<file path="src/ebcs_pkg.sv">
// Shared constants and types of the expansion bus controller.
package ebcs_pkg;

  // ----------------------------------------------------------------
  // Register byte addresses
  // ----------------------------------------------------------------
  localparam logic [31:0] ADDR_IRQ_ACK    = 32'h25FE00A8;
  localparam logic [31:0] ADDR_CFG_LOW    = 32'h25FE00B0;
  localparam logic [31:0] ADDR_CFG_HIGH   = 32'h25FE00B4;
  localparam logic [31:0] ADDR_EVT_STATUS = 32'h25FE00B8;
  localparam logic [31:0] ADDR_EVT_MASK   = 32'h25FE00BC;
  localparam logic [31:0] ADDR_CLASS_WORD = 32'h25FE00C0;

  // ----------------------------------------------------------------
  // Decoded register selects
  // ----------------------------------------------------------------
  localparam logic [2:0] SEL_NONE  = 3'h0;
  localparam logic [2:0] SEL_IACK  = 3'h1;
  localparam logic [2:0] SEL_CLO   = 3'h2;
  localparam logic [2:0] SEL_CHI   = 3'h3;
  localparam logic [2:0] SEL_STAT  = 3'h4;
  localparam logic [2:0] SEL_MASK  = 3'h5;
  localparam logic [2:0] SEL_CLASS = 3'h6;

  // ----------------------------------------------------------------
  // Field positions and reset values
  // ----------------------------------------------------------------
  localparam int          IRQ_EN_BIT      = 0;
  localparam int          PREFETCH_BIT    = 31;
  localparam int          WRITE_IDLE_BIT  = 30;
  localparam int          READ_IDLE_BIT   = 29;
  localparam int          EXT_WAIT_BIT    = 28;
  localparam int          BURST_WAIT_LSB  = 24;
  localparam int          NORMAL_WAIT_LSB = 20;
  localparam int          BOUNDARY_LSB    = 18;
  localparam int          WIDTH_BIT       = 16;
  localparam int          EVT_ACK_DONE    = 0;
  localparam int          EVT_IRQ_BLOCKED = 1;
  localparam logic [31:0] IRQ_ACK_RESET   = 32'h00000000;
  localparam logic [31:0] CFG_RESET       = 32'h00000000;
  localparam logic [1:0]  EVT_RESET       = 2'h0;

  // ----------------------------------------------------------------
  // Bus encodings and counts
  // ----------------------------------------------------------------
  localparam logic [1:0] BND_NONE     = 2'h0;
  localparam logic [1:0] BND_4        = 2'h1;
  localparam logic [1:0] BND_256      = 2'h2;
  localparam logic [1:0] SPACE_FIRST  = 2'h0;
  localparam logic [1:0] SPACE_DUMMY  = 2'h3;
  localparam logic [3:0] ACK_WAIT     = 4'h1;
  localparam logic [2:0] CS_IDLE      = 3'h7;

  typedef enum logic [1:0] {
    EBCS_IDLE   = 2'b00,
    EBCS_STROBE = 2'b01,
    EBCS_GAP    = 2'b11
  } ebcs_state_e;

endpackage

</file>
<file path="src/ebcs_sync.sv">
// Three-stage input synchroniser that accepts a change once two stages agree.
`timescale 1ns/10ps
module ebcs_sync
  import ebcs_pkg::*;
#(
  parameter int           W   = 1,
  parameter logic [W-1:0] RST = '1
) (
  // Clock and reset
  input  wire logic         sys_clk,
  input  wire logic         resetn,
  // Pin side
  input  wire logic [W-1:0] pin_in,
  // Clean side
  output logic      [W-1:0] sync_out
);

  typedef struct packed {
    logic [W-1:0] s1;
    logic [W-1:0] s2;
    logic [W-1:0] s3;
    logic [W-1:0] q;
  } ebcs_sync_s;

  ebcs_sync_s r;
  ebcs_sync_s next_r;
  logic [W-1:0] agree_val;

  // The first stage feeds only the second, so metastability cannot leak.
  genvar i;
  generate
    for (i = 0; i < W; i++) begin : g_bit
      assign agree_val[i] = (r.s2[i] == r.s3[i]) ? r.s3[i] : r.q[i];
    end
  endgenerate

  always_comb begin
    next_r    = r;
    next_r.s1 = pin_in;
    next_r.s2 = r.s1;
    next_r.s3 = r.s2;
    next_r.q  = agree_val;
  end

  always_ff @(posedge sys_clk or negedge resetn) begin
    if (!resetn) begin
      r <= {RST, RST, RST, RST};
    end else begin
      r <= next_r;
    end
  end

  assign sync_out = r.q;

endmodule

</file>
<file path="src/ebcs_ctrl.sv">
// Expansion bus controller: register file, space decode and first-space timing.
// Operation
// - Four spaces; three drive own chip select, dummy space drives none.
// - Enable bit at bit 0 of acknowledge register, readable and writable.
// - Requested interrupt while enabled runs acknowledge cycle fetching 16-bit word.
// - Acknowledge cycle clears the enable bit; software must set it again.
// - Prefetch bit 31 reads next sequential address ahead; others unshortened.
// - Write idle bit 30 adds one idle clock after writes only.
// - Read idle bit 29 adds one idle clock after reads only.
// - External wait bit 28 stretches access while wait input low.
// - Burst wait count bits 27..24 adds waits to each burst cycle.
// - Normal wait count bits 23..20 adds waits to normal accesses.
// - Zero wait count adds no waits and skips wait sampling.
// - Burst boundary bits 19..18: none, 4, 256, unbounded.
// - Width bit 16 at zero gives 16-bit transfers.
// - Acknowledge register resets to zero, interrupts invalid.
// - Both configuration words reset to zero.
`timescale 1ns/10ps
module ebcs_ctrl
  import ebcs_pkg::*;
(
  // Clock and reset
  input  wire logic        sys_clk,
  input  wire logic        resetn,
  // AHB-Lite slave
  input  wire logic        hsel,
  input  wire logic [31:0] haddr,
  input  wire logic [1:0]  htrans,
  input  wire logic        hwrite,
  input  wire logic [2:0]  hsize,
  input  wire logic [31:0] hwdata,
  input  wire logic        hready,
  output logic             hreadyout,
  output logic      [31:0] hrdata,
  output logic             hresp,
  // Internal access port
  input  wire logic        acc_req,
  input  wire logic [25:0] acc_addr,
  input  wire logic        acc_write,
  input  wire logic [15:0] acc_wdata,
  output logic             acc_done,
  output logic      [15:0] acc_rdata,
  // Expansion bus pins
  output logic      [25:0] ext_addr,
  output logic      [2:0]  ext_cs_n,
  output logic             ext_rd_n,
  output logic             ext_wr_n,
  output logic             ext_iack_n,
  input  wire logic [15:0] ext_data_in,
  output logic      [15:0] ext_data_out,
  output logic             ext_data_oe_n,
  input  wire logic        ext_wait_n,
  input  wire logic        ext_irq_n,
  // Interrupt
  output logic             irq
);

  typedef struct packed {
    ebcs_state_e st;
    logic        irq_en;
    logic [31:0] cfg_lo;
    logic [31:0] cfg_hi;
    logic [1:0]  stat;
    logic [1:0]  mask;
    logic [15:0] cls;
    logic        dp_valid;
    logic        dp_write;
    logic [2:0]  dp_sel;
    logic [31:0] rdata;
    logic [25:0] addr;
    logic [25:0] eaddr;
    logic [2:0]  cs_n;
    logic        rd_n;
    logic        wr_n;
    logic        iack_n;
    logic [15:0] dout;
    logic        doe_n;
    logic [3:0]  wcnt;
    logic        sample;
    logic        is_ack;
    logic        is_pf;
    logic        is_write;
    logic        wide8;
    logic        byte_hi;
    logic [1:0]  space;
    logic [15:0] wdata;
    logic [7:0]  lo_byte;
    logic        pf_go;
    logic        pf_valid;
    logic [25:0] pf_addr;
    logic [15:0] pf_data;
    logic        last_valid;
    logic [25:0] last_addr;
    logic        done;
    logic [15:0] acc_rd;
  } ebcs_ctrl_s;

  ebcs_ctrl_s r;
  ebcs_ctrl_s next_r;
  logic       wait_n_s;
  logic       irq_n_s;

  // ----------------------------------------------------------------
  // Pin synchronisers
  // ----------------------------------------------------------------
  ebcs_sync #(.W(2), .RST(2'h3)) u_sync (
    .sys_clk  (sys_clk),
    .resetn   (resetn),
    .pin_in   ({ext_wait_n, ext_irq_n}),
    .sync_out ({wait_n_s, irq_n_s})
  );

  // ----------------------------------------------------------------
  // Control and datapath
  // ----------------------------------------------------------------
  logic        go;
  logic        go_ack;
  logic        go_pf;
  logic        go_write;
  logic        go_burst;
  logic [25:0] go_addr;
  logic [1:0]  go_space;
  logic [3:0]  go_wait;
  logic [15:0] rd_word;
  logic        finish;
  logic        sw_en_wr;
  logic [2:0]  sel;
  logic [1:0]  bnd;
  logic        in_block;

  always_comb begin
    next_r   = r;
    next_r.done = 1'b0;
    go       = 1'b0;
    go_ack   = 1'b0;
    go_pf    = 1'b0;
    go_write = 1'b0;
    go_addr  = acc_addr;
    go_space = SPACE_FIRST;
    go_burst = 1'b0;
    go_wait  = 4'h0;
    finish   = 1'b0;
    rd_word  = ext_data_in;
    sel      = SEL_NONE;
    bnd      = r.cfg_lo[BOUNDARY_LSB +: 2];
    in_block = 1'b0;
    sw_en_wr = r.dp_valid && r.dp_write && (r.dp_sel == SEL_IACK);

    // Events stick until written one; a new event beats the clear.
    if (r.dp_valid && r.dp_write && (r.dp_sel == SEL_STAT)) begin
      next_r.stat = r.stat & ~hwdata[1:0];
    end
    if (!irq_n_s && !r.irq_en) begin
      next_r.stat[EVT_IRQ_BLOCKED] = 1'b1;
    end

    unique case (r.st)
      EBCS_IDLE: begin
        if (r.irq_en && !irq_n_s) begin
          go     = 1'b1;
          go_ack = 1'b1;
        end else if (r.pf_go) begin
          go      = 1'b1;
          go_pf   = 1'b1;
          go_addr = 26'(r.last_addr + 26'h1);
        end else if (acc_req && !r.done) begin
          if (!acc_write && r.pf_valid && (acc_addr == r.pf_addr) && r.cfg_lo[PREFETCH_BIT]) begin
            next_r.done      = 1'b1;
            next_r.acc_rd    = r.pf_data;
            next_r.pf_valid  = 1'b0;
            next_r.pf_go     = 1'b1;
            next_r.last_addr = acc_addr;
          end else begin
            go       = 1'b1;
            go_write = acc_write;
          end
        end
      end
      EBCS_STROBE: begin
        if (r.wcnt != 4'h0) begin
          next_r.wcnt = r.wcnt - 4'h1;
        end else if (!(r.sample && !wait_n_s)) begin
          finish = 1'b1;
        end
      end
      EBCS_GAP: begin
        next_r.st = EBCS_IDLE;
      end
      default: begin
        next_r.st = EBCS_IDLE;
      end
    endcase

    // Launch a new cycle on the expansion bus.
    if (go) begin
      go_space = go_ack ? SPACE_DUMMY : go_addr[25:24];
      case (bnd)
        BND_NONE: in_block = 1'b0;
        BND_4:    in_block = (go_addr[25:2] == r.last_addr[25:2]);
        BND_256:  in_block = (go_addr[25:8] == r.last_addr[25:8]);
        default:  in_block = 1'b1;
      endcase
      go_burst = r.last_valid && in_block && (go_addr == 26'(r.last_addr + 26'h1));
      if (go_ack) begin
        go_wait = ACK_WAIT;
      end else if (go_space == SPACE_FIRST) begin
        go_wait = go_burst ? r.cfg_lo[BURST_WAIT_LSB +: 4] : r.cfg_lo[NORMAL_WAIT_LSB +: 4];
      end
      next_r.st       = EBCS_STROBE;
      next_r.addr     = go_addr;
      next_r.space    = go_space;
      next_r.is_ack   = go_ack;
      next_r.is_pf    = go_pf;
      next_r.is_write = go_write;
      next_r.wdata    = acc_wdata;
      next_r.wcnt     = go_wait;
      next_r.sample   = (go_wait != 4'h0) && (go_ack || (go_space == SPACE_FIRST)) &&
                        r.cfg_lo[EXT_WAIT_BIT];
      next_r.wide8    = !go_ack && (go_space == SPACE_FIRST) && r.cfg_lo[WIDTH_BIT];
      next_r.byte_hi  = 1'b0;
      next_r.pf_go    = 1'b0;
      next_r.eaddr    = next_r.wide8 ? {go_addr[24:0], 1'b0} : go_addr;
      next_r.cs_n     = CS_IDLE;
      if (go_space != SPACE_DUMMY) begin
        next_r.cs_n[go_space] = 1'b0;
      end
      next_r.iack_n   = !go_ack;
      next_r.rd_n     = go_write;
      next_r.wr_n     = !go_write;
      next_r.doe_n    = !go_write;
      next_r.dout     = acc_wdata;
      if (go_write) begin
        next_r.pf_valid = 1'b0;
      end
      if (!go_ack) begin
        next_r.last_valid = (go_space == SPACE_FIRST);
        next_r.last_addr  = go_addr;
      end
    end

    // End of a transfer: an 8-bit space takes a second byte first.
    if (finish) begin
      if (r.wide8 && !r.byte_hi) begin
        next_r.byte_hi = 1'b1;
        next_r.lo_byte = ext_data_in[7:0];
        next_r.eaddr   = {r.addr[24:0], 1'b1};
        next_r.dout    = {8'h00, r.wdata[15:8]};
        next_r.wcnt    = r.cfg_lo[NORMAL_WAIT_LSB +: 4];
      end else begin
        rd_word        = r.wide8 ? {ext_data_in[7:0], r.lo_byte} : ext_data_in;
        next_r.cs_n    = CS_IDLE;
        next_r.rd_n    = 1'b1;
        next_r.wr_n    = 1'b1;
        next_r.iack_n  = 1'b1;
        next_r.doe_n   = 1'b1;
        next_r.st      = EBCS_IDLE;
        if ((r.space == SPACE_FIRST) && !r.is_ack &&
            ((r.is_write && r.cfg_lo[WRITE_IDLE_BIT]) || (!r.is_write && r.cfg_lo[READ_IDLE_BIT]))) begin
          next_r.st = EBCS_GAP;
        end
        if (r.is_ack) begin
          next_r.cls    = rd_word;
          next_r.irq_en = 1'b0;
          next_r.stat[EVT_ACK_DONE] = 1'b1;
        end else if (r.is_pf) begin
          next_r.pf_valid = 1'b1;
          next_r.pf_addr  = r.addr;
          next_r.pf_data  = rd_word;
        end else begin
          next_r.done   = 1'b1;
          next_r.acc_rd = r.is_write ? 16'h0000 : rd_word;
          next_r.pf_go  = !r.is_write && (r.space == SPACE_FIRST) && r.cfg_lo[PREFETCH_BIT];
        end
      end
    end

    // Register writes land in the data phase.
    if (sw_en_wr) begin
      next_r.irq_en = hwdata[IRQ_EN_BIT];
    end
    if (r.dp_valid && r.dp_write) begin
      case (r.dp_sel)
        SEL_CLO:  next_r.cfg_lo = hwdata;
        SEL_CHI:  next_r.cfg_hi = hwdata;
        SEL_MASK: next_r.mask   = hwdata[1:0];
        default:  ;
      endcase
    end

    // Address phase: decode and prepare read data from updated values.
    next_r.dp_valid = hsel && htrans[1] && hready;
    next_r.dp_write = hwrite;
    if (haddr == ADDR_IRQ_ACK) sel = SEL_IACK;
    if (haddr == ADDR_CFG_LOW) sel = SEL_CLO;
    if (haddr == ADDR_CFG_HIGH) sel = SEL_CHI;
    if (haddr == ADDR_EVT_STATUS) sel = SEL_STAT;
    if (haddr == ADDR_EVT_MASK) sel = SEL_MASK;
    if (haddr == ADDR_CLASS_WORD) sel = SEL_CLASS;
    next_r.dp_sel = sel;
    if (next_r.dp_valid && !hwrite) begin
      case (sel)
        SEL_IACK:  next_r.rdata = {31'h0, next_r.irq_en};
        SEL_STAT:  next_r.rdata = {30'h0, next_r.stat};
        SEL_MASK:  next_r.rdata = {30'h0, next_r.mask};
        SEL_CLASS: next_r.rdata = {16'h0000, next_r.cls};
        default:   next_r.rdata = 32'h00000000;
      endcase
    end
  end

  always_ff @(posedge sys_clk or negedge resetn) begin
    if (!resetn) begin
      r        <= '0;
      r.st     <= EBCS_IDLE;
      r.irq_en <= IRQ_ACK_RESET[IRQ_EN_BIT];
      r.cfg_lo <= CFG_RESET;
      r.cfg_hi <= CFG_RESET;
      r.stat   <= EVT_RESET;
      r.mask   <= EVT_RESET;
      r.cs_n   <= CS_IDLE;
      r.rd_n   <= 1'b1;
      r.wr_n   <= 1'b1;
      r.iack_n <= 1'b1;
      r.doe_n  <= 1'b1;
    end else begin
      r <= next_r;
    end
  end

  // ----------------------------------------------------------------
  // Outputs
  // ----------------------------------------------------------------
  assign hreadyout     = 1'b1;
  assign hresp         = 1'b0;
  assign hrdata        = r.rdata;
  assign acc_done      = r.done;
  assign acc_rdata     = r.acc_rd;
  assign ext_addr      = r.eaddr;
  assign ext_cs_n      = r.cs_n;
  assign ext_rd_n      = r.rd_n;
  assign ext_wr_n      = r.wr_n;
  assign ext_iack_n    = r.iack_n;
  assign ext_data_out  = r.dout;
  assign ext_data_oe_n = r.doe_n;
  assign irq           = |(r.stat & r.mask);

  // ----------------------------------------------------------------
  // Assertions
  // ----------------------------------------------------------------
  logic end_last;
  assign end_last = finish && !(r.wide8 && !r.byte_hi);
endmodule

</file>
<file path="config.mk">
export PLATFORM = sky130hd
export DESIGN_NAME = ebcs_ctrl
export DESIGN_NICKNAME = d
export VERILOG_FILES = /design/src/ebcs_pkg.sv /design/src/ebcs_sync.sv /design/src/ebcs_ctrl.sv
export SDC_FILE = /design/constraint.sdc
export NUM_CORES = 1
export LEC_CHECK = 0
export BUFFER_PORTS_ARGS = -buffer_cell sky130_fd_sc_hd__buf_2
export CORE_MARGIN = 5
export CORE_UTILIZATION = 47
export CTS_CLUSTER_SIZE = 25
export DETAILED_ROUTE_END_ITERATION = 8
export PLACE_DENSITY = 0.69
export SYNTH_ARGS = -nofsm -noshare
export SYNTH_HDL_FRONTEND = slang
export SYNTH_HIERARCHICAL = 1
export SYNTH_SLANG_ARGS = --single-unit
</file>
<file path="constraint.sdc">
create_clock -name sys_clk -period 7.91 [get_ports sys_clk]
set_clock_uncertainty 0.2 [all_clocks]
set_input_delay 0.3955 -clock sys_clk [delete_from_list [all_inputs] [get_ports sys_clk]]
set_output_delay 0.3955 -clock sys_clk [all_outputs]
set_load 0.01 [all_outputs]
</file>
==> impl_metrics.xml, run 1 <==
<?xml version="1.0" encoding="UTF-8"?>
<metrics>
  <group name="status">
    <metric name="outcome" unit="">finished clean</metric>
  </group>
  <group name="worst_hold_path">
    <metric name="whs_path_depth" unit="">3</metric>
    <metric name="worstHoldPathType" unit="">input port to flip-flop</metric>
  </group>
  <group name="timing">
    <metric name="fin_tns_setup" unit="ns">0</metric>
    <metric name="slew-limit-headroom" unit="">0.2921</metric>
    <metric name="timing_worst_slew_pin_value" unit="ns">1.062</metric>
    <metric name="slew_viol_final" unit="">0</metric>
    <metric name="fmaxAchievable" unit="GHz">0.2262</metric>
    <metric name="report.final.hold_viol_count" unit="">0</metric>
    <metric name="final.period_utilization" unit="">0.5588</metric>
    <metric name="rsz0062_at_grt" unit="">false</metric>
    <metric name="setup_viol_count_final" unit="">0</metric>
    <metric name="period_needed" unit="ns">4.420</metric>
  </group>
  <group name="logic_synthesis">
    <metric name="synth-main-ff-cell" unit="">dfrtp_1</metric>
    <metric name="synth_most_common_cell" unit="">nand2_1</metric>
    <metric name="synthesis.area" unit="um^2">13910</metric>
    <metric name="synth-warning-count" unit="">6</metric>
    <metric name="synth_enable_flop_cells" unit="">0</metric>
    <metric name="async_flop_share" unit="">1.000</metric>
    <metric name="synth_area_leaders" unit="">dfrtp_1 (44%), nand2_1 (6.9%), buf_4 (5.5%)</metric>
    <metric name="postSynthAreaPerCell" unit="um^2">9.385</metric>
    <metric name="synth_register_bits" unit="">258</metric>
    <metric name="yosysTopAreaCell" unit="">dfrtp_1</metric>
    <metric name="seq_area_frac_synth" unit="">0.4655</metric>
    <metric name="yosys.cell_types.count" unit="">78</metric>
    <metric name="yosys-top-cells-count" unit="">nand2_1 (257), dfrtp_1 (243), o21ai_0 (109)</metric>
    <metric name="synth_largest_type_area_fraction" unit="">0.4372</metric>
    <metric name="synth_cells" unit="">1482</metric>
  </group>
  <group name="grt">
    <metric name="largest_net_degree_at_the_start_of_global_routing" unit="">136</metric>
    <metric name="grt_util_all_layers" unit="">0.2216</metric>
    <metric name="number_of_antenna_violations_at_the_first_check_in_global_routing" unit="">2</metric>
    <metric name="number_of_global_route_vias_before_repair" unit="">11010</metric>
    <metric name="grt_first_pass_wirelength" unit="um">59840</metric>
    <metric name="globalRouteOverflowTotal" unit="">0</metric>
  </group>
  <group name="clock_tree">
    <metric name="cts_tree" unit="">yes</metric>
    <metric name="cts.root.buffer_cell" unit="">clkbuf_16</metric>
    <metric name="htreeDepth" unit="">1</metric>
    <metric name="cts_post_setup_buffers_inserted" unit="">0</metric>
    <metric name="clkSlewWorstSetupHoldPaths" unit="ns">0.06</metric>
    <metric name="clkSinkCount" unit="">258</metric>
    <metric name="cts-root-to-sink-buffers" unit="">3</metric>
    <metric name="worstSkewPairLatency" unit="ns">0.57</metric>
    <metric name="num_cts_buffers" unit="">28</metric>
  </group>
  <group name="worst_setup_path">
    <metric name="r2r_cells" unit="">10</metric>
    <metric name="critical_path.startpoint_type" unit="">flip-flop</metric>
    <metric name="critical_path_peak_fanout" unit="">11</metric>
    <metric name="timing.setup.critical_path_class" unit="">flip-flop to flip-flop</metric>
    <metric name="crit_path_end_kind" unit="">flip-flop</metric>
    <metric name="worst_ep_required" unit="ns">8.16</metric>
    <metric name="crit_arrival" unit="ns">4.67</metric>
  </group>
  <group name="layout">
    <metric name="flow.area_growth_from_synthesis" unit="%">15.44</metric>
    <metric name="multi_input_comb_area" unit="um^2">6366</metric>
    <metric name="final_core_utilization" unit="">0.5461</metric>
    <metric name="seqCellArea" unit="um^2">6475</metric>
    <metric name="number_of_diodes" unit="">0</metric>
    <metric name="num-nets-final" unit="">1748</metric>
    <metric name="drive_above_1_share" unit="">0.2212</metric>
    <metric name="nFillCells" unit="">2619</metric>
  </group>
  <group name="floorplanning">
    <metric name="core_region_area" unit="um^2">29400</metric>
    <metric name="die_width" unit="um">182.0</metric>
    <metric name="row_count" unit="">63</metric>
    <metric name="die_footprint" unit="um^2">33130</metric>
    <metric name="die_h" unit="um">182.0</metric>
    <metric name="initial_utilization" unit="">0.4730</metric>
    <metric name="top_level_ports" unit="">237</metric>
  </group>
  <group name="routing">
    <metric name="drt_iter0_markers" unit="">783</metric>
    <metric name="drt-vias-per-instance" unit="">5.478</metric>
    <metric name="ant_nets" unit="">0</metric>
    <metric name="drt_pass1_iterations" unit="">5</metric>
    <metric name="route.detailed.drc" unit="">0</metric>
    <metric name="drt-total-wl" unit="um">37840</metric>
    <metric name="routed_wire_length_per_instance" unit="um">18.71</metric>
    <metric name="vias" unit="">11080</metric>
  </group>
  <group name="power">
    <metric name="post-layout-total-power" unit="mW">5.070</metric>
    <metric name="pwr_density_cell" unit="nW/um^2">315.8</metric>
    <metric name="vdd.ir_drop.worst" unit="uV">228.9</metric>
    <metric name="static_power_due_to_leakage" unit="nW">7.242</metric>
  </group>
  <group name="placed_design">
    <metric name="hpwl" unit="um">26070</metric>
    <metric name="port-buffer-count" unit="">199</metric>
    <metric name="gpl.final_weighted_congestion" unit="">0.8997</metric>
  </group>
  <group name="job">
    <metric name="max_cap_violations" unit="">0</metric>
  </group>
</metrics>
-- timing repair --
action	CTS	global route
hold buffers	57	0
resized for setup	0	0
endpoints found under the hold margin	187	0
-- power by group --
| part | switching, mW | internal, mW | leakage (nW) | total [mW] |
|---|---|---|---|---|
| Sequential | 0.370 | 1.73 | 3.16 | 2.10 |
| Clock | 0.550 | 0.809 | 0.479 | 1.36 |
| Combinational | 0.935 | 0.673 | 3.60 | 1.61 |
-- per-layer routing --
layer	share of wire	up-vias	routed length [um]	track usage
met5	0.00082	-	31	0
met4	0.037	4	1398	0.07115
met3	0.067	81	2531	0.04547
met2	0.48	370	18070	0.3682
met1	0.42	5390	15810	0.2918
li1	-	5231	-	-
-- cell type report --
| cell class | count | share of cell area |
|---|---|---|
| clock inverter | 14 | 0.01114 |
| multi-input combinational | 1036 | 0.3965 |
| timing repair buffer | 272 | 0.1057 |
| inverter | 14 | 0.003273 |
| tap | 390 | 0.03039 |
| clock buffer | 38 | 0.04972 |
| sequential | 258 | 0.4033 |
-- worst max-delay path, cell delays in order (launching register included) --
cell and delay, ns:
dfrtp_1 0.50, ha_1 0.32, and3_1 0.38, nand4_1 0.58, or4b_1 0.71, a211oi_1 0.28
nand4_1 0.20, nor4b_2 0.46, o21a_2 0.24, o21ai_1 0.11, a221o_1 0.37
-- cells in the final DEF, fill, tap and decap left out, types with 5 or more instances in the layout --
cell type / count
dfrtp_1: 243
a21oi_1: 77
inv_1: 12
o211ai_1: 7
xnor2_1: 41
nor3_1: 16
a21o_1: 5
and2_1: 13
nand2b_1: 16
clkbuf_8: 6
xor2_1: 44
nor2b_1: 7
buf_4: 16
and3_1: 14
buf_2: 198
o21ai_0: 109
dlygate4sd3_1: 57
mux2_2: 54
nand2_1: 257
clkbuf_16: 28
nor4_1: 17
nand4_1: 16
nor2_1: 105
mux2i_1: 70
nand4b_1: 8
o21ai_1: 17
a221o_1: 5
nand3_1: 17
conb_1: 18
clkinv_2: 7
a211oi_1: 11
and4_1: 5
a31oi_1: 12
dfstp_2: 15
-- sequential cells by signal, summed over array words and instances, names as in the netlist --
| signal | count |
|---|---|
| acc_done | 1 |
| acc_rdata | 16 |
| bnd | 2 |
| ext_addr | 26 |
| ext_cs_n | 3 |
| ext_data_oe_n | 1 |
| ext_data_out | 16 |
| ext_iack_n | 1 |
| ext_rd_n | 1 |
| ext_wr_n | 1 |
| hrdata | 16 |
| r | 166 |
| u_sync/next_r | 4 |
| u_sync/r | 2 |
| u_sync/sync_out | 2 |
-- stage by stage --
step | cells | hold slack (ns) | area, um^2 | setup WS [ns]
after floorplan | 1498 | -0.1001 | 13970 | 4.574
final | 2022 | 0.007663 | 16060 | 3.490
after detailed placement | 1913 | 0.1481 | 14510 | 3.509
after global routing | 2022 | 0.01391 | 16060 | 3.288
after CTS | 2022 | 0.002077 | 16060 | 3.548
after global placement | 1913 | 0.1468 | 14510 | 3.613
-- path summary, 6_finish.rpt --
| path | slack, ns | from | to |
|---|---|---|---|
| setup / recovery | 3.49 | r[17] | r[123] |
| hold reg to reg | 0.16 | u_sync/next_r[5] | u_sync/next_r[3] |
| hold / removal | 0.008 | ext_data_in[11] | r[55] |
| setup reg to reg | 3.49 | r[17] | r[123] |
| min in group asynchronous | 0.32 | resetn | r[27] |
| max in group asynchronous | 5.55 | resetn | r[108] |
-- logic make-up after synthesis --
group / Yosys count / synth area share
other: 2 / 0.0005400
muxes: 125 / 0.09572
and+or+nand+nor: 525 / 0.1769
xor gates and xnor gates: 87 / 0.05676
buffers and inverters: 204 / 0.08438
DFF: 258 / 0.4655
AOI/OAI and AO/OA: 277 / 0.1168
adders and majority gates: 4 / 0.003418
No activity file was read; power rests on OpenSTA's default activity.
==> run 2, diff against run 1 <==
--- a/config.mk
+++ b/config.mk
@@ -5,12 +5,13 @@
 export SDC_FILE = /design/constraint.sdc
 export NUM_CORES = 1
 export LEC_CHECK = 0
+export ABC_AREA = 1
 export BUFFER_PORTS_ARGS = -buffer_cell sky130_fd_sc_hd__buf_2
 export CORE_MARGIN = 5
 export CORE_UTILIZATION = 47
 export CTS_CLUSTER_SIZE = 25
 export DETAILED_ROUTE_END_ITERATION = 8
-export PLACE_DENSITY = 0.69
+export PLACE_DENSITY = 0.68
 export SYNTH_ARGS = -nofsm -noshare
 export SYNTH_HDL_FRONTEND = slang
 export SYNTH_HIERARCHICAL = 1
==> constraint.sdc (replaced) <==
create_clock -name sys_clk -period 4.35 [get_ports sys_clk]
set_clock_uncertainty 0.2 [all_clocks]
set_input_delay 0.2175 -clock sys_clk [delete_from_list [all_inputs] [get_ports sys_clk]]
set_output_delay 0.2175 -clock sys_clk [all_outputs]
set_load 0.01 [all_outputs]
==> run 2 against run 1 <==
  * Largest power group unchanged
  * Via count up 14%
  * Sequential power grew 86%
  * Critical endpoint is now ext_addr[11]
  * Register-to-register slack lost 2.6 ns
  * Flip-flop and latch count did not move
  * Global-route usage up 1.2 points
  * Critical path type unchanged
  * Non-clock buffer count grew 40
  * Design area grew 5.9%
  * Combinational power increased by 140%
  * Utilization grew 2.5 points
  * Sequential share of layout area down 2.3 points
==> impl_metrics.xml, run 2 <==
<?xml version="1.0" encoding="UTF-8"?>
<metrics>
  <group name="routing">
    <metric name="drt_iter0_markers" unit="">999</metric>
    <metric name="drt_pass1_iterations" unit="">5</metric>
    <metric name="route.detailed.drc" unit="">0</metric>
    <metric name="routed_wire_length_per_instance" unit="um">16.36</metric>
    <metric name="vias" unit="">12670</metric>
    <metric name="drt-vias-per-instance" unit="">5.173</metric>
    <metric name="drt-total-wl" unit="um">40080</metric>
    <metric name="ant_nets" unit="">0</metric>
  </group>
  <group name="placed_design">
    <metric name="port-buffer-count" unit="">199</metric>
    <metric name="post-place-cells" unit="">2302</metric>
    <metric name="hpwl" unit="um">28410</metric>
    <metric name="gpl.final_weighted_congestion" unit="">0.9227</metric>
  </group>
  <group name="logic_synthesis">
    <metric name="synth_area_leaders" unit="">dfrtp_1 (43%), nand2_1 (13%), o21ai_0 (5.7%)</metric>
    <metric name="synth_most_common_cell" unit="">nand2_1</metric>
    <metric name="synth_largest_type_area_fraction" unit="">0.4270</metric>
    <metric name="async_flop_share" unit="">1.000</metric>
    <metric name="yosys.cell_types.count" unit="">50</metric>
    <metric name="synth_cells" unit="">1849</metric>
    <metric name="synth_enable_flop_cells" unit="">0</metric>
    <metric name="postSynthAreaPerCell" unit="um^2">7.701</metric>
    <metric name="synth-main-ff-cell" unit="">dfrtp_1</metric>
    <metric name="synthesis.area" unit="um^2">14240</metric>
    <metric name="yosys-top-cells-count" unit="">nand2_1 (479), dfrtp_1 (243), inv_1 (202)</metric>
    <metric name="seq_area_frac_synth" unit="">0.4547</metric>
    <metric name="synth_register_bits" unit="">258</metric>
    <metric name="synth-warning-count" unit="">6</metric>
    <metric name="yosysTopAreaCell" unit="">dfrtp_1</metric>
  </group>
  <group name="power">
    <metric name="vdd.ir_drop.worst" unit="uV">382.5</metric>
    <metric name="static_power_due_to_leakage" unit="nW">8.734</metric>
    <metric name="pwr_density_cell" unit="nW/um^2">628.0</metric>
  </group>
  <group name="layout">
    <metric name="layout.cells.most_common" unit="">nand2_1</metric>
    <metric name="multi_input_comb_area" unit="um^2">6002</metric>
    <metric name="layout.cells.non_filler" unit="">2450</metric>
    <metric name="flow.area_growth_from_synthesis" unit="%">19.44</metric>
    <metric name="num-nets-final" unit="">2175</metric>
    <metric name="seqCellArea" unit="um^2">6475</metric>
    <metric name="largest_register_by_flop_count" unit="">r</metric>
    <metric name="nFillCells" unit="">2740</metric>
    <metric name="largest_register_ffs" unit="">166</metric>
    <metric name="number_of_diodes" unit="">0</metric>
    <metric name="most_frequent_cells_in_the_layout" unit="">nand2_1 (478), dfrtp_1 (243), inv_1 (201)</metric>
    <metric name="drive_above_1_share" unit="">0.1650</metric>
  </group>
  <group name="clock_tree">
    <metric name="cts_post_setup_buffers_inserted" unit="">0</metric>
    <metric name="htreeDepth" unit="">1</metric>
    <metric name="num_cts_buffers" unit="">29</metric>
    <metric name="clkSlewWorstSetupHoldPaths" unit="ns">0.06</metric>
    <metric name="worstSkewPairLatency" unit="ns">0.57</metric>
    <metric name="cts.repair.resized" unit="">0</metric>
    <metric name="postCtsHoldBufs" unit="">94</metric>
    <metric name="clkSinkCount" unit="">258</metric>
    <metric name="cts.root.buffer_cell" unit="">clkbuf_16</metric>
    <metric name="cts_tree" unit="">yes</metric>
    <metric name="cts-root-to-sink-buffers" unit="">3</metric>
  </group>
  <group name="worst_setup_path">
    <metric name="worst_r2r_startpoint" unit="">r[17]</metric>
    <metric name="crit_arrival" unit="ns">3.72</metric>
    <metric name="worstSetupEndpoint" unit="">ext_addr[11]</metric>
    <metric name="worst_ep_required" unit="ns">4.64</metric>
    <metric name="r2r_cells" unit="">17</metric>
    <metric name="timing.reg2reg.setup_slack" unit="ns">0.91</metric>
    <metric name="timing.setup.critical_path_class" unit="">flip-flop to flip-flop</metric>
    <metric name="timing.critical_path.from" unit="">r[17]</metric>
    <metric name="critical_path_peak_fanout" unit="">24</metric>
    <metric name="r2r-end" unit="">ext_addr[11]</metric>
    <metric name="crit_path_end_kind" unit="">flip-flop</metric>
    <metric name="critical_path.startpoint_type" unit="">flip-flop</metric>
  </group>
  <group name="grt">
    <metric name="grt_util_all_layers" unit="">0.2334</metric>
    <metric name="globalRouteOverflowTotal" unit="">0</metric>
    <metric name="number_of_antenna_violations_at_the_first_check_in_global_routing" unit="">0</metric>
    <metric name="largest_net_degree_at_the_start_of_global_routing" unit="">122</metric>
    <metric name="grt_first_pass_wirelength" unit="um">64920</metric>
    <metric name="number_of_global_route_vias_before_repair" unit="">12450</metric>
  </group>
  <group name="timing">
    <metric name="period_needed" unit="ns">3.436</metric>
    <metric name="report.final.hold_viol_count" unit="">0</metric>
    <metric name="fmaxAchievable" unit="GHz">0.2911</metric>
    <metric name="timing_worst_slew_pin_value" unit="ns">0.9859</metric>
    <metric name="final.period_utilization" unit="">0.7898</metric>
    <metric name="fin_tns_setup" unit="ns">0</metric>
    <metric name="slew-limit-headroom" unit="">0.3409</metric>
    <metric name="rsz0062_at_grt" unit="">false</metric>
    <metric name="slew_viol_final" unit="">0</metric>
    <metric name="setup_viol_count_final" unit="">0</metric>
  </group>
  <group name="worst_hold_path">
    <metric name="worstHoldPathType" unit="">input port to flip-flop</metric>
  </group>
  <group name="floorplanning">
    <metric name="row_count" unit="">63</metric>
    <metric name="die_width" unit="um">184.1</metric>
    <metric name="die_h" unit="um">184.1</metric>
    <metric name="initial_utilization" unit="">0.4779</metric>
    <metric name="die_footprint" unit="um^2">33880</metric>
    <metric name="top_level_ports" unit="">237</metric>
    <metric name="core_region_area" unit="um^2">29800</metric>
  </group>
  <group name="status">
    <metric name="outcome" unit="">finished clean</metric>
  </group>
  <group name="job">
    <metric name="max_cap_violations" unit="">0</metric>
  </group>
</metrics>
## run 2: changes by cell type in the layout (fill, tap and decap cells not counted), moves of 16 or more
cell,previous run,this run
a22oi_1,1,23
dlygate4sd3_1,57,94
inv_1,12,201
mux2_2,54,8
mux2i_1,70,10
nand2_1,257,478
nand2b_1,16,0
nand3_1,17,100
nor2_1,105,135
o21ai_0,109,163
o21bai_1,1,32
o22ai_1,4,24
xnor2_1,41,10
xor2_1,44,19
## run 2: cell type report
cell class / count / share of cell area
Sequential cell: 258 / 0.3807
Multi-Input combinational cell: 1222 / 0.3529
Clock buffer: 32 / 0.04510
Inverter: 214 / 0.04723
Timing Repair Buffer: 312 / 0.1236
Clock inverter: 22 / 0.02178
Tap cell: 390 / 0.02869
## run 2: cells by family after synthesis
kind of cell    count (synthesis)  synth area share
compound gates                347            0.1379
xor+xnor                       29           0.01784
fa+ha+maj                       2          0.001757
buf+inv                       385            0.1299
flops                         258            0.4547
mux                            18           0.01336
other cells                     2         0.0005274
simple gates                  808            0.2440
## run 2: worst min-delay path by stage
stage                    from          endpoint  slack (ns)  cells past startpoint
detailed placement  ext_irq_n  u_sync/next_r[4]        0.13                      1
global placement    ext_irq_n  u_sync/next_r[4]        0.13                      1
floorplan              resetn          acc_done       -0.28                      0
finish              htrans[1]         hrdata[2]        0.07                      5
global route        ext_irq_n  u_sync/next_r[4]        0.08                      2
CTS                      hsel         hrdata[0]        0.06                      5
## run 2: metrics by stage
stage	util	power [mW]	worst slack, ns	instance area [um^2]	hold WS (ns)
2_1_floorplan	-	6.799	1.727	14300	-0.2781
3_3_place_gp	0.5011	7.620	1.018	14930	0.1332
3_5_place_dp	0.5011	7.735	0.9724	14930	0.1293
4_1_cts	0.5708	10.74	0.9549	17010	0.05627
5_1_grt	0.5708	11.45	0.5034	17010	0.08040
6_report	0.5708	10.68	0.9143	17010	0.06990
## run 2: where the power goes
| group | leakage (nW) | total [mW] | internal [mW] | switching [mW] |
|---|---|---|---|---|
| registers | 3.11 | 3.91 | 3.29 | 0.615 |
| clock network | 0.550 | 2.89 | 1.82 | 1.07 |
| logic | 5.07 | 3.88 | 1.42 | 2.46 |
## run 2: critical path: stages (launching register included)
cell and delay [ns]:
dfrtp_1 0.48, ha_1 0.28, nand2_1 0.13, nor2_4 0.19, nand2_4 0.12, inv_2 0.08, nand3_1 0.10, nand2_1 0.11
nand2_1 0.07, nand2_2 0.08, inv_2 0.05, nor2_4 0.12, inv_2 0.08, nor2_8 0.18, nand2_4 0.23, nor2_8 0.48
o22ai_1 0.21, a22oi_2 0.15
## run 2: layer usage
metal	wire length [um]	GRT usage
met5	0	0
met4	1148	0.06063
met3	2814	0.04393
met2	19070	0.3942
met1	17050	0.3109
==> run 3, diff against run 2 <==
==> constraint.sdc (replaced) <==
create_clock -name sys_clk -period 3.3 [get_ports sys_clk]
set_clock_uncertainty 0.2 [all_clocks]
set_input_delay 0.165 -clock sys_clk [delete_from_list [all_inputs] [get_ports sys_clk]]
set_output_delay 0.165 -clock sys_clk [all_outputs]
set_load 0.01 [all_outputs]
==> run 3 against run 2 <==
  * Register-to-register slack worse by 0.66 ns
  * Utilization increased by 0.22 points
  * Highest routed layer unchanged
  * First-iteration DRC count shrank 11%
  * Critical endpoint is now ext_addr[2]
  * Combinational power up 35%
  * Global-route usage is 0.081 points higher
  * Critical path depth down 2
  * Flip-flop and latch count is the same
  * Worst setup slack got worse by 0.66 ns
  * Cell count rose by 1.0%
  * Sequential share of layout area fell by 0.15 points
==> impl_metrics.xml, run 3 (same netlist as run 2, synthesis figures left out) <==
<?xml version="1.0" encoding="UTF-8"?>
<metrics>
  <group name="status">
    <metric name="outcome" unit="">finished clean</metric>
  </group>
  <group name="floorplanning">
    <metric name="die_footprint" unit="um^2">33880</metric>
    <metric name="die_h" unit="um">184.1</metric>
    <metric name="die_width" unit="um">184.1</metric>
    <metric name="top_level_ports" unit="">237</metric>
    <metric name="row_count" unit="">63</metric>
    <metric name="core_region_area" unit="um^2">29800</metric>
    <metric name="initial_utilization" unit="">0.4779</metric>
  </group>
  <group name="layout">
    <metric name="largest_register_ffs" unit="">166</metric>
    <metric name="num-nets-final" unit="">2200</metric>
    <metric name="most_frequent_cells_in_the_layout" unit="">nand2_1 (477), dfrtp_1 (243), inv_1 (201)</metric>
    <metric name="drive_above_1_share" unit="">0.1722</metric>
    <metric name="layout.cells.most_common" unit="">nand2_1</metric>
    <metric name="flow.area_growth_from_synthesis" unit="%">19.90</metric>
    <metric name="largest_register_by_flop_count" unit="">r</metric>
    <metric name="design_area" unit="um^2">17070</metric>
    <metric name="number_of_diodes" unit="">0</metric>
    <metric name="final_core_utilization" unit="">0.5730</metric>
  </group>
  <group name="timing">
    <metric name="period_needed" unit="ns">3.042</metric>
    <metric name="fmaxAchievable" unit="GHz">0.3287</metric>
    <metric name="finalWorstSetupSlack" unit="ns">0.2578</metric>
    <metric name="report.final.hold_viol_count" unit="">0</metric>
    <metric name="setup_viol_count_final" unit="">0</metric>
    <metric name="fin_tns_setup" unit="ns">0</metric>
    <metric name="final.period_utilization" unit="">0.9219</metric>
    <metric name="slew_viol_final" unit="">0</metric>
    <metric name="timing_worst_slew_pin_value" unit="ns">0.7841</metric>
    <metric name="slew-limit-headroom" unit="">0.4773</metric>
    <metric name="rsz0062_at_grt" unit="">false</metric>
  </group>
  <group name="job">
    <metric name="max_cap_violations" unit="">0</metric>
  </group>
  <group name="clock_tree">
    <metric name="cts.root.buffer_cell" unit="">clkbuf_16</metric>
    <metric name="cts_tree" unit="">yes</metric>
    <metric name="cts-root-to-sink-buffers" unit="">3</metric>
    <metric name="clkSinkCount" unit="">258</metric>
    <metric name="clkSlewWorstSetupHoldPaths" unit="ns">0.06</metric>
    <metric name="worstSkewPairLatency" unit="ns">0.56</metric>
    <metric name="htreeDepth" unit="">1</metric>
    <metric name="num_cts_buffers" unit="">29</metric>
    <metric name="cts_post_setup_buffers_inserted" unit="">0</metric>
  </group>
  <group name="worst_setup_path">
    <metric name="crit_path_end_kind" unit="">flip-flop</metric>
    <metric name="critical_path_peak_fanout" unit="">12</metric>
    <metric name="critical_path.max_stage_delay" unit="ns">0.44</metric>
    <metric name="master_of_the_slowest_instance_on_the_critical_path" unit="">dfrtp_1</metric>
    <metric name="critical_path_cell_list" unit="">nand2_1 -&gt; nor2_1 -&gt; nand2_1 -&gt; nor2_2 -&gt; nand3_1 -&gt; nand2_1 -&gt; inv_1 -&gt; o21ai_1 -&gt; inv_2 -&gt; nor2_8 -&gt; nand2_4 -&gt; nor2_8 -&gt; buf_4 -&gt; o22ai_1 -&gt; a22oi_1</metric>
    <metric name="critPathBufInv" unit="">3</metric>
    <metric name="critical-path-top-cell-by-count" unit="">nand2_1</metric>
    <metric name="worst_ep_required" unit="ns">3.57</metric>
    <metric name="critical_path.startpoint_type" unit="">flip-flop</metric>
    <metric name="cpLargestDelayFamily" unit="">simple AND/OR/NAND/NOR gates</metric>
    <metric name="crit_arrival" unit="ns">3.32</metric>
    <metric name="timing.setup.critical_path_class" unit="">flip-flop to flip-flop</metric>
  </group>
  <group name="grt">
    <metric name="number_of_antenna_violations_at_the_first_check_in_global_routing" unit="">0</metric>
    <metric name="largest_net_degree_at_the_start_of_global_routing" unit="">94</metric>
    <metric name="grt_util_all_layers" unit="">0.2342</metric>
    <metric name="grt_first_pass_wirelength" unit="um">65000</metric>
    <metric name="globalRouteOverflowTotal" unit="">0</metric>
    <metric name="number_of_global_route_vias_before_repair" unit="">12680</metric>
  </group>
  <group name="placed_design">
    <metric name="detailed_place.area" unit="um^2">15130</metric>
    <metric name="hpwl" unit="um">28920</metric>
    <metric name="gpl.final_weighted_congestion" unit="">0.9273</metric>
    <metric name="port-buffer-count" unit="">199</metric>
    <metric name="pre_cts_slack" unit="ns">0.2406</metric>
  </group>
  <group name="routing">
    <metric name="ant_nets" unit="">0</metric>
    <metric name="drt_iter0_markers" unit="">894</metric>
    <metric name="drt_pass1_iterations" unit="">6</metric>
    <metric name="drt-total-wl" unit="um">40030</metric>
    <metric name="vias" unit="">12670</metric>
    <metric name="routed_wire_length_per_instance" unit="um">16.17</metric>
    <metric name="drt-vias-per-instance" unit="">5.118</metric>
    <metric name="route.detailed.drc" unit="">0</metric>
  </group>
  <group name="power">
    <metric name="static_power_due_to_leakage" unit="nW">8.777</metric>
    <metric name="net_switching_share_of_the_total_power" unit="">0.3981</metric>
    <metric name="p_int" unit="mW">8.155</metric>
    <metric name="power.share.combinational" unit="">0.386</metric>
    <metric name="seq_power_share" unit="">0.378</metric>
    <metric name="pwr_density_cell" unit="nW/um^2">793.5</metric>
    <metric name="power.net_switching" unit="mW">5.394</metric>
    <metric name="vdd.ir_drop.worst" unit="uV">490.5</metric>
    <metric name="power_frac_clock" unit="">0.236</metric>
  </group>
  <group name="worst_hold_path">
    <metric name="worstHoldPathType" unit="">input port to flip-flop</metric>
  </group>
</metrics>
## run 3: changes by cell type in the layout (fill, tap and decap cells not counted), sizes merged
cell,previous run,this run
inv,213,211
bufinv,9,1
clkbuf,32,44
buf,218,240
clkinvlp,4,2
dlygate4sd3,94,97
## run 3: final cells by class
cell class / count / area (um^2)
Multi-Input combinational cell: 1222 / 6025
Inverter: 214 / 804.5
Clock buffer: 44 / 852.1
Tap cell: 390 / 488.0
Timing Repair Buffer: 337 / 2335
Fill cell: 2719 / 12720
Clock inverter: 10 / 95.09
Sequential cell: 258 / 6475
## run 3: power by group through the flow
stage | clock network [mW] | registers (mW) | logic [mW]
after detailed placement | 0 | 5.15 | 5.11
after global placement | 0 | 5.13 | 4.99
after floorplan | 0 | 4.92 | 4.04
after global routing | 3.40 | 5.25 | 5.92
final | 3.20 | 5.12 | 5.23
after CTS | 3.28 | 5.11 | 5.23
## run 3: worst paths after layout
check	from	to	slack, ns	cells past startpoint
max	r[25]	ext_addr[2]	0.26	15
min	haddr[7]	hrdata[0]	0.03	7
max reg2reg	r[25]	ext_addr[2]	0.26	15
min reg2reg	u_sync/next_r[5]	u_sync/next_r[3]	0.15	0
max in group asynchronous	resetn	r[21]	1.93	3
min in group asynchronous	resetn	r[35]	0.05	2
## run 3: through the flow
stage / hold WS [ns] / power [mW] / std cells
after floorplan: -0.3306 / 8.962 / 1865
after global placement: 0.07141 / 10.12 / 2324
after detailed placement: 0.07141 / 10.26 / 2324
after CTS: 0.004685 / 13.62 / 2475
after global routing: 0.05180 / 14.57 / 2475
final: 0.02993 / 13.55 / 2475
## run 3: repair_timing
action                                  in CTS  in global routing
hold buffers                                97                  0
endpoints found under the hold margin      277                  0
endpoints found under the setup margin       0                 11
gates resized for setup                      0                  9
## run 3: worst reg2reg max path: cells and delay by family, from the launching register on
| kind | cells | cell delay, ns |
|---|---|---|
| and+or+nand+nor | 9 | 1.49 |
| DFF | 1 | 0.44 |
| AOI/OAI and AO/OA | 3 | 0.46 |
| buffers and inverters | 3 | 0.35 |
## run 3: routing by layer
layer | global-route usage | wire length (um)
met5 | 0 | 0
met4 | 0.05679 | 985
met3 | 0.04689 | 2670
met2 | 0.3941 | 18930
met1 | 0.3131 | 17450
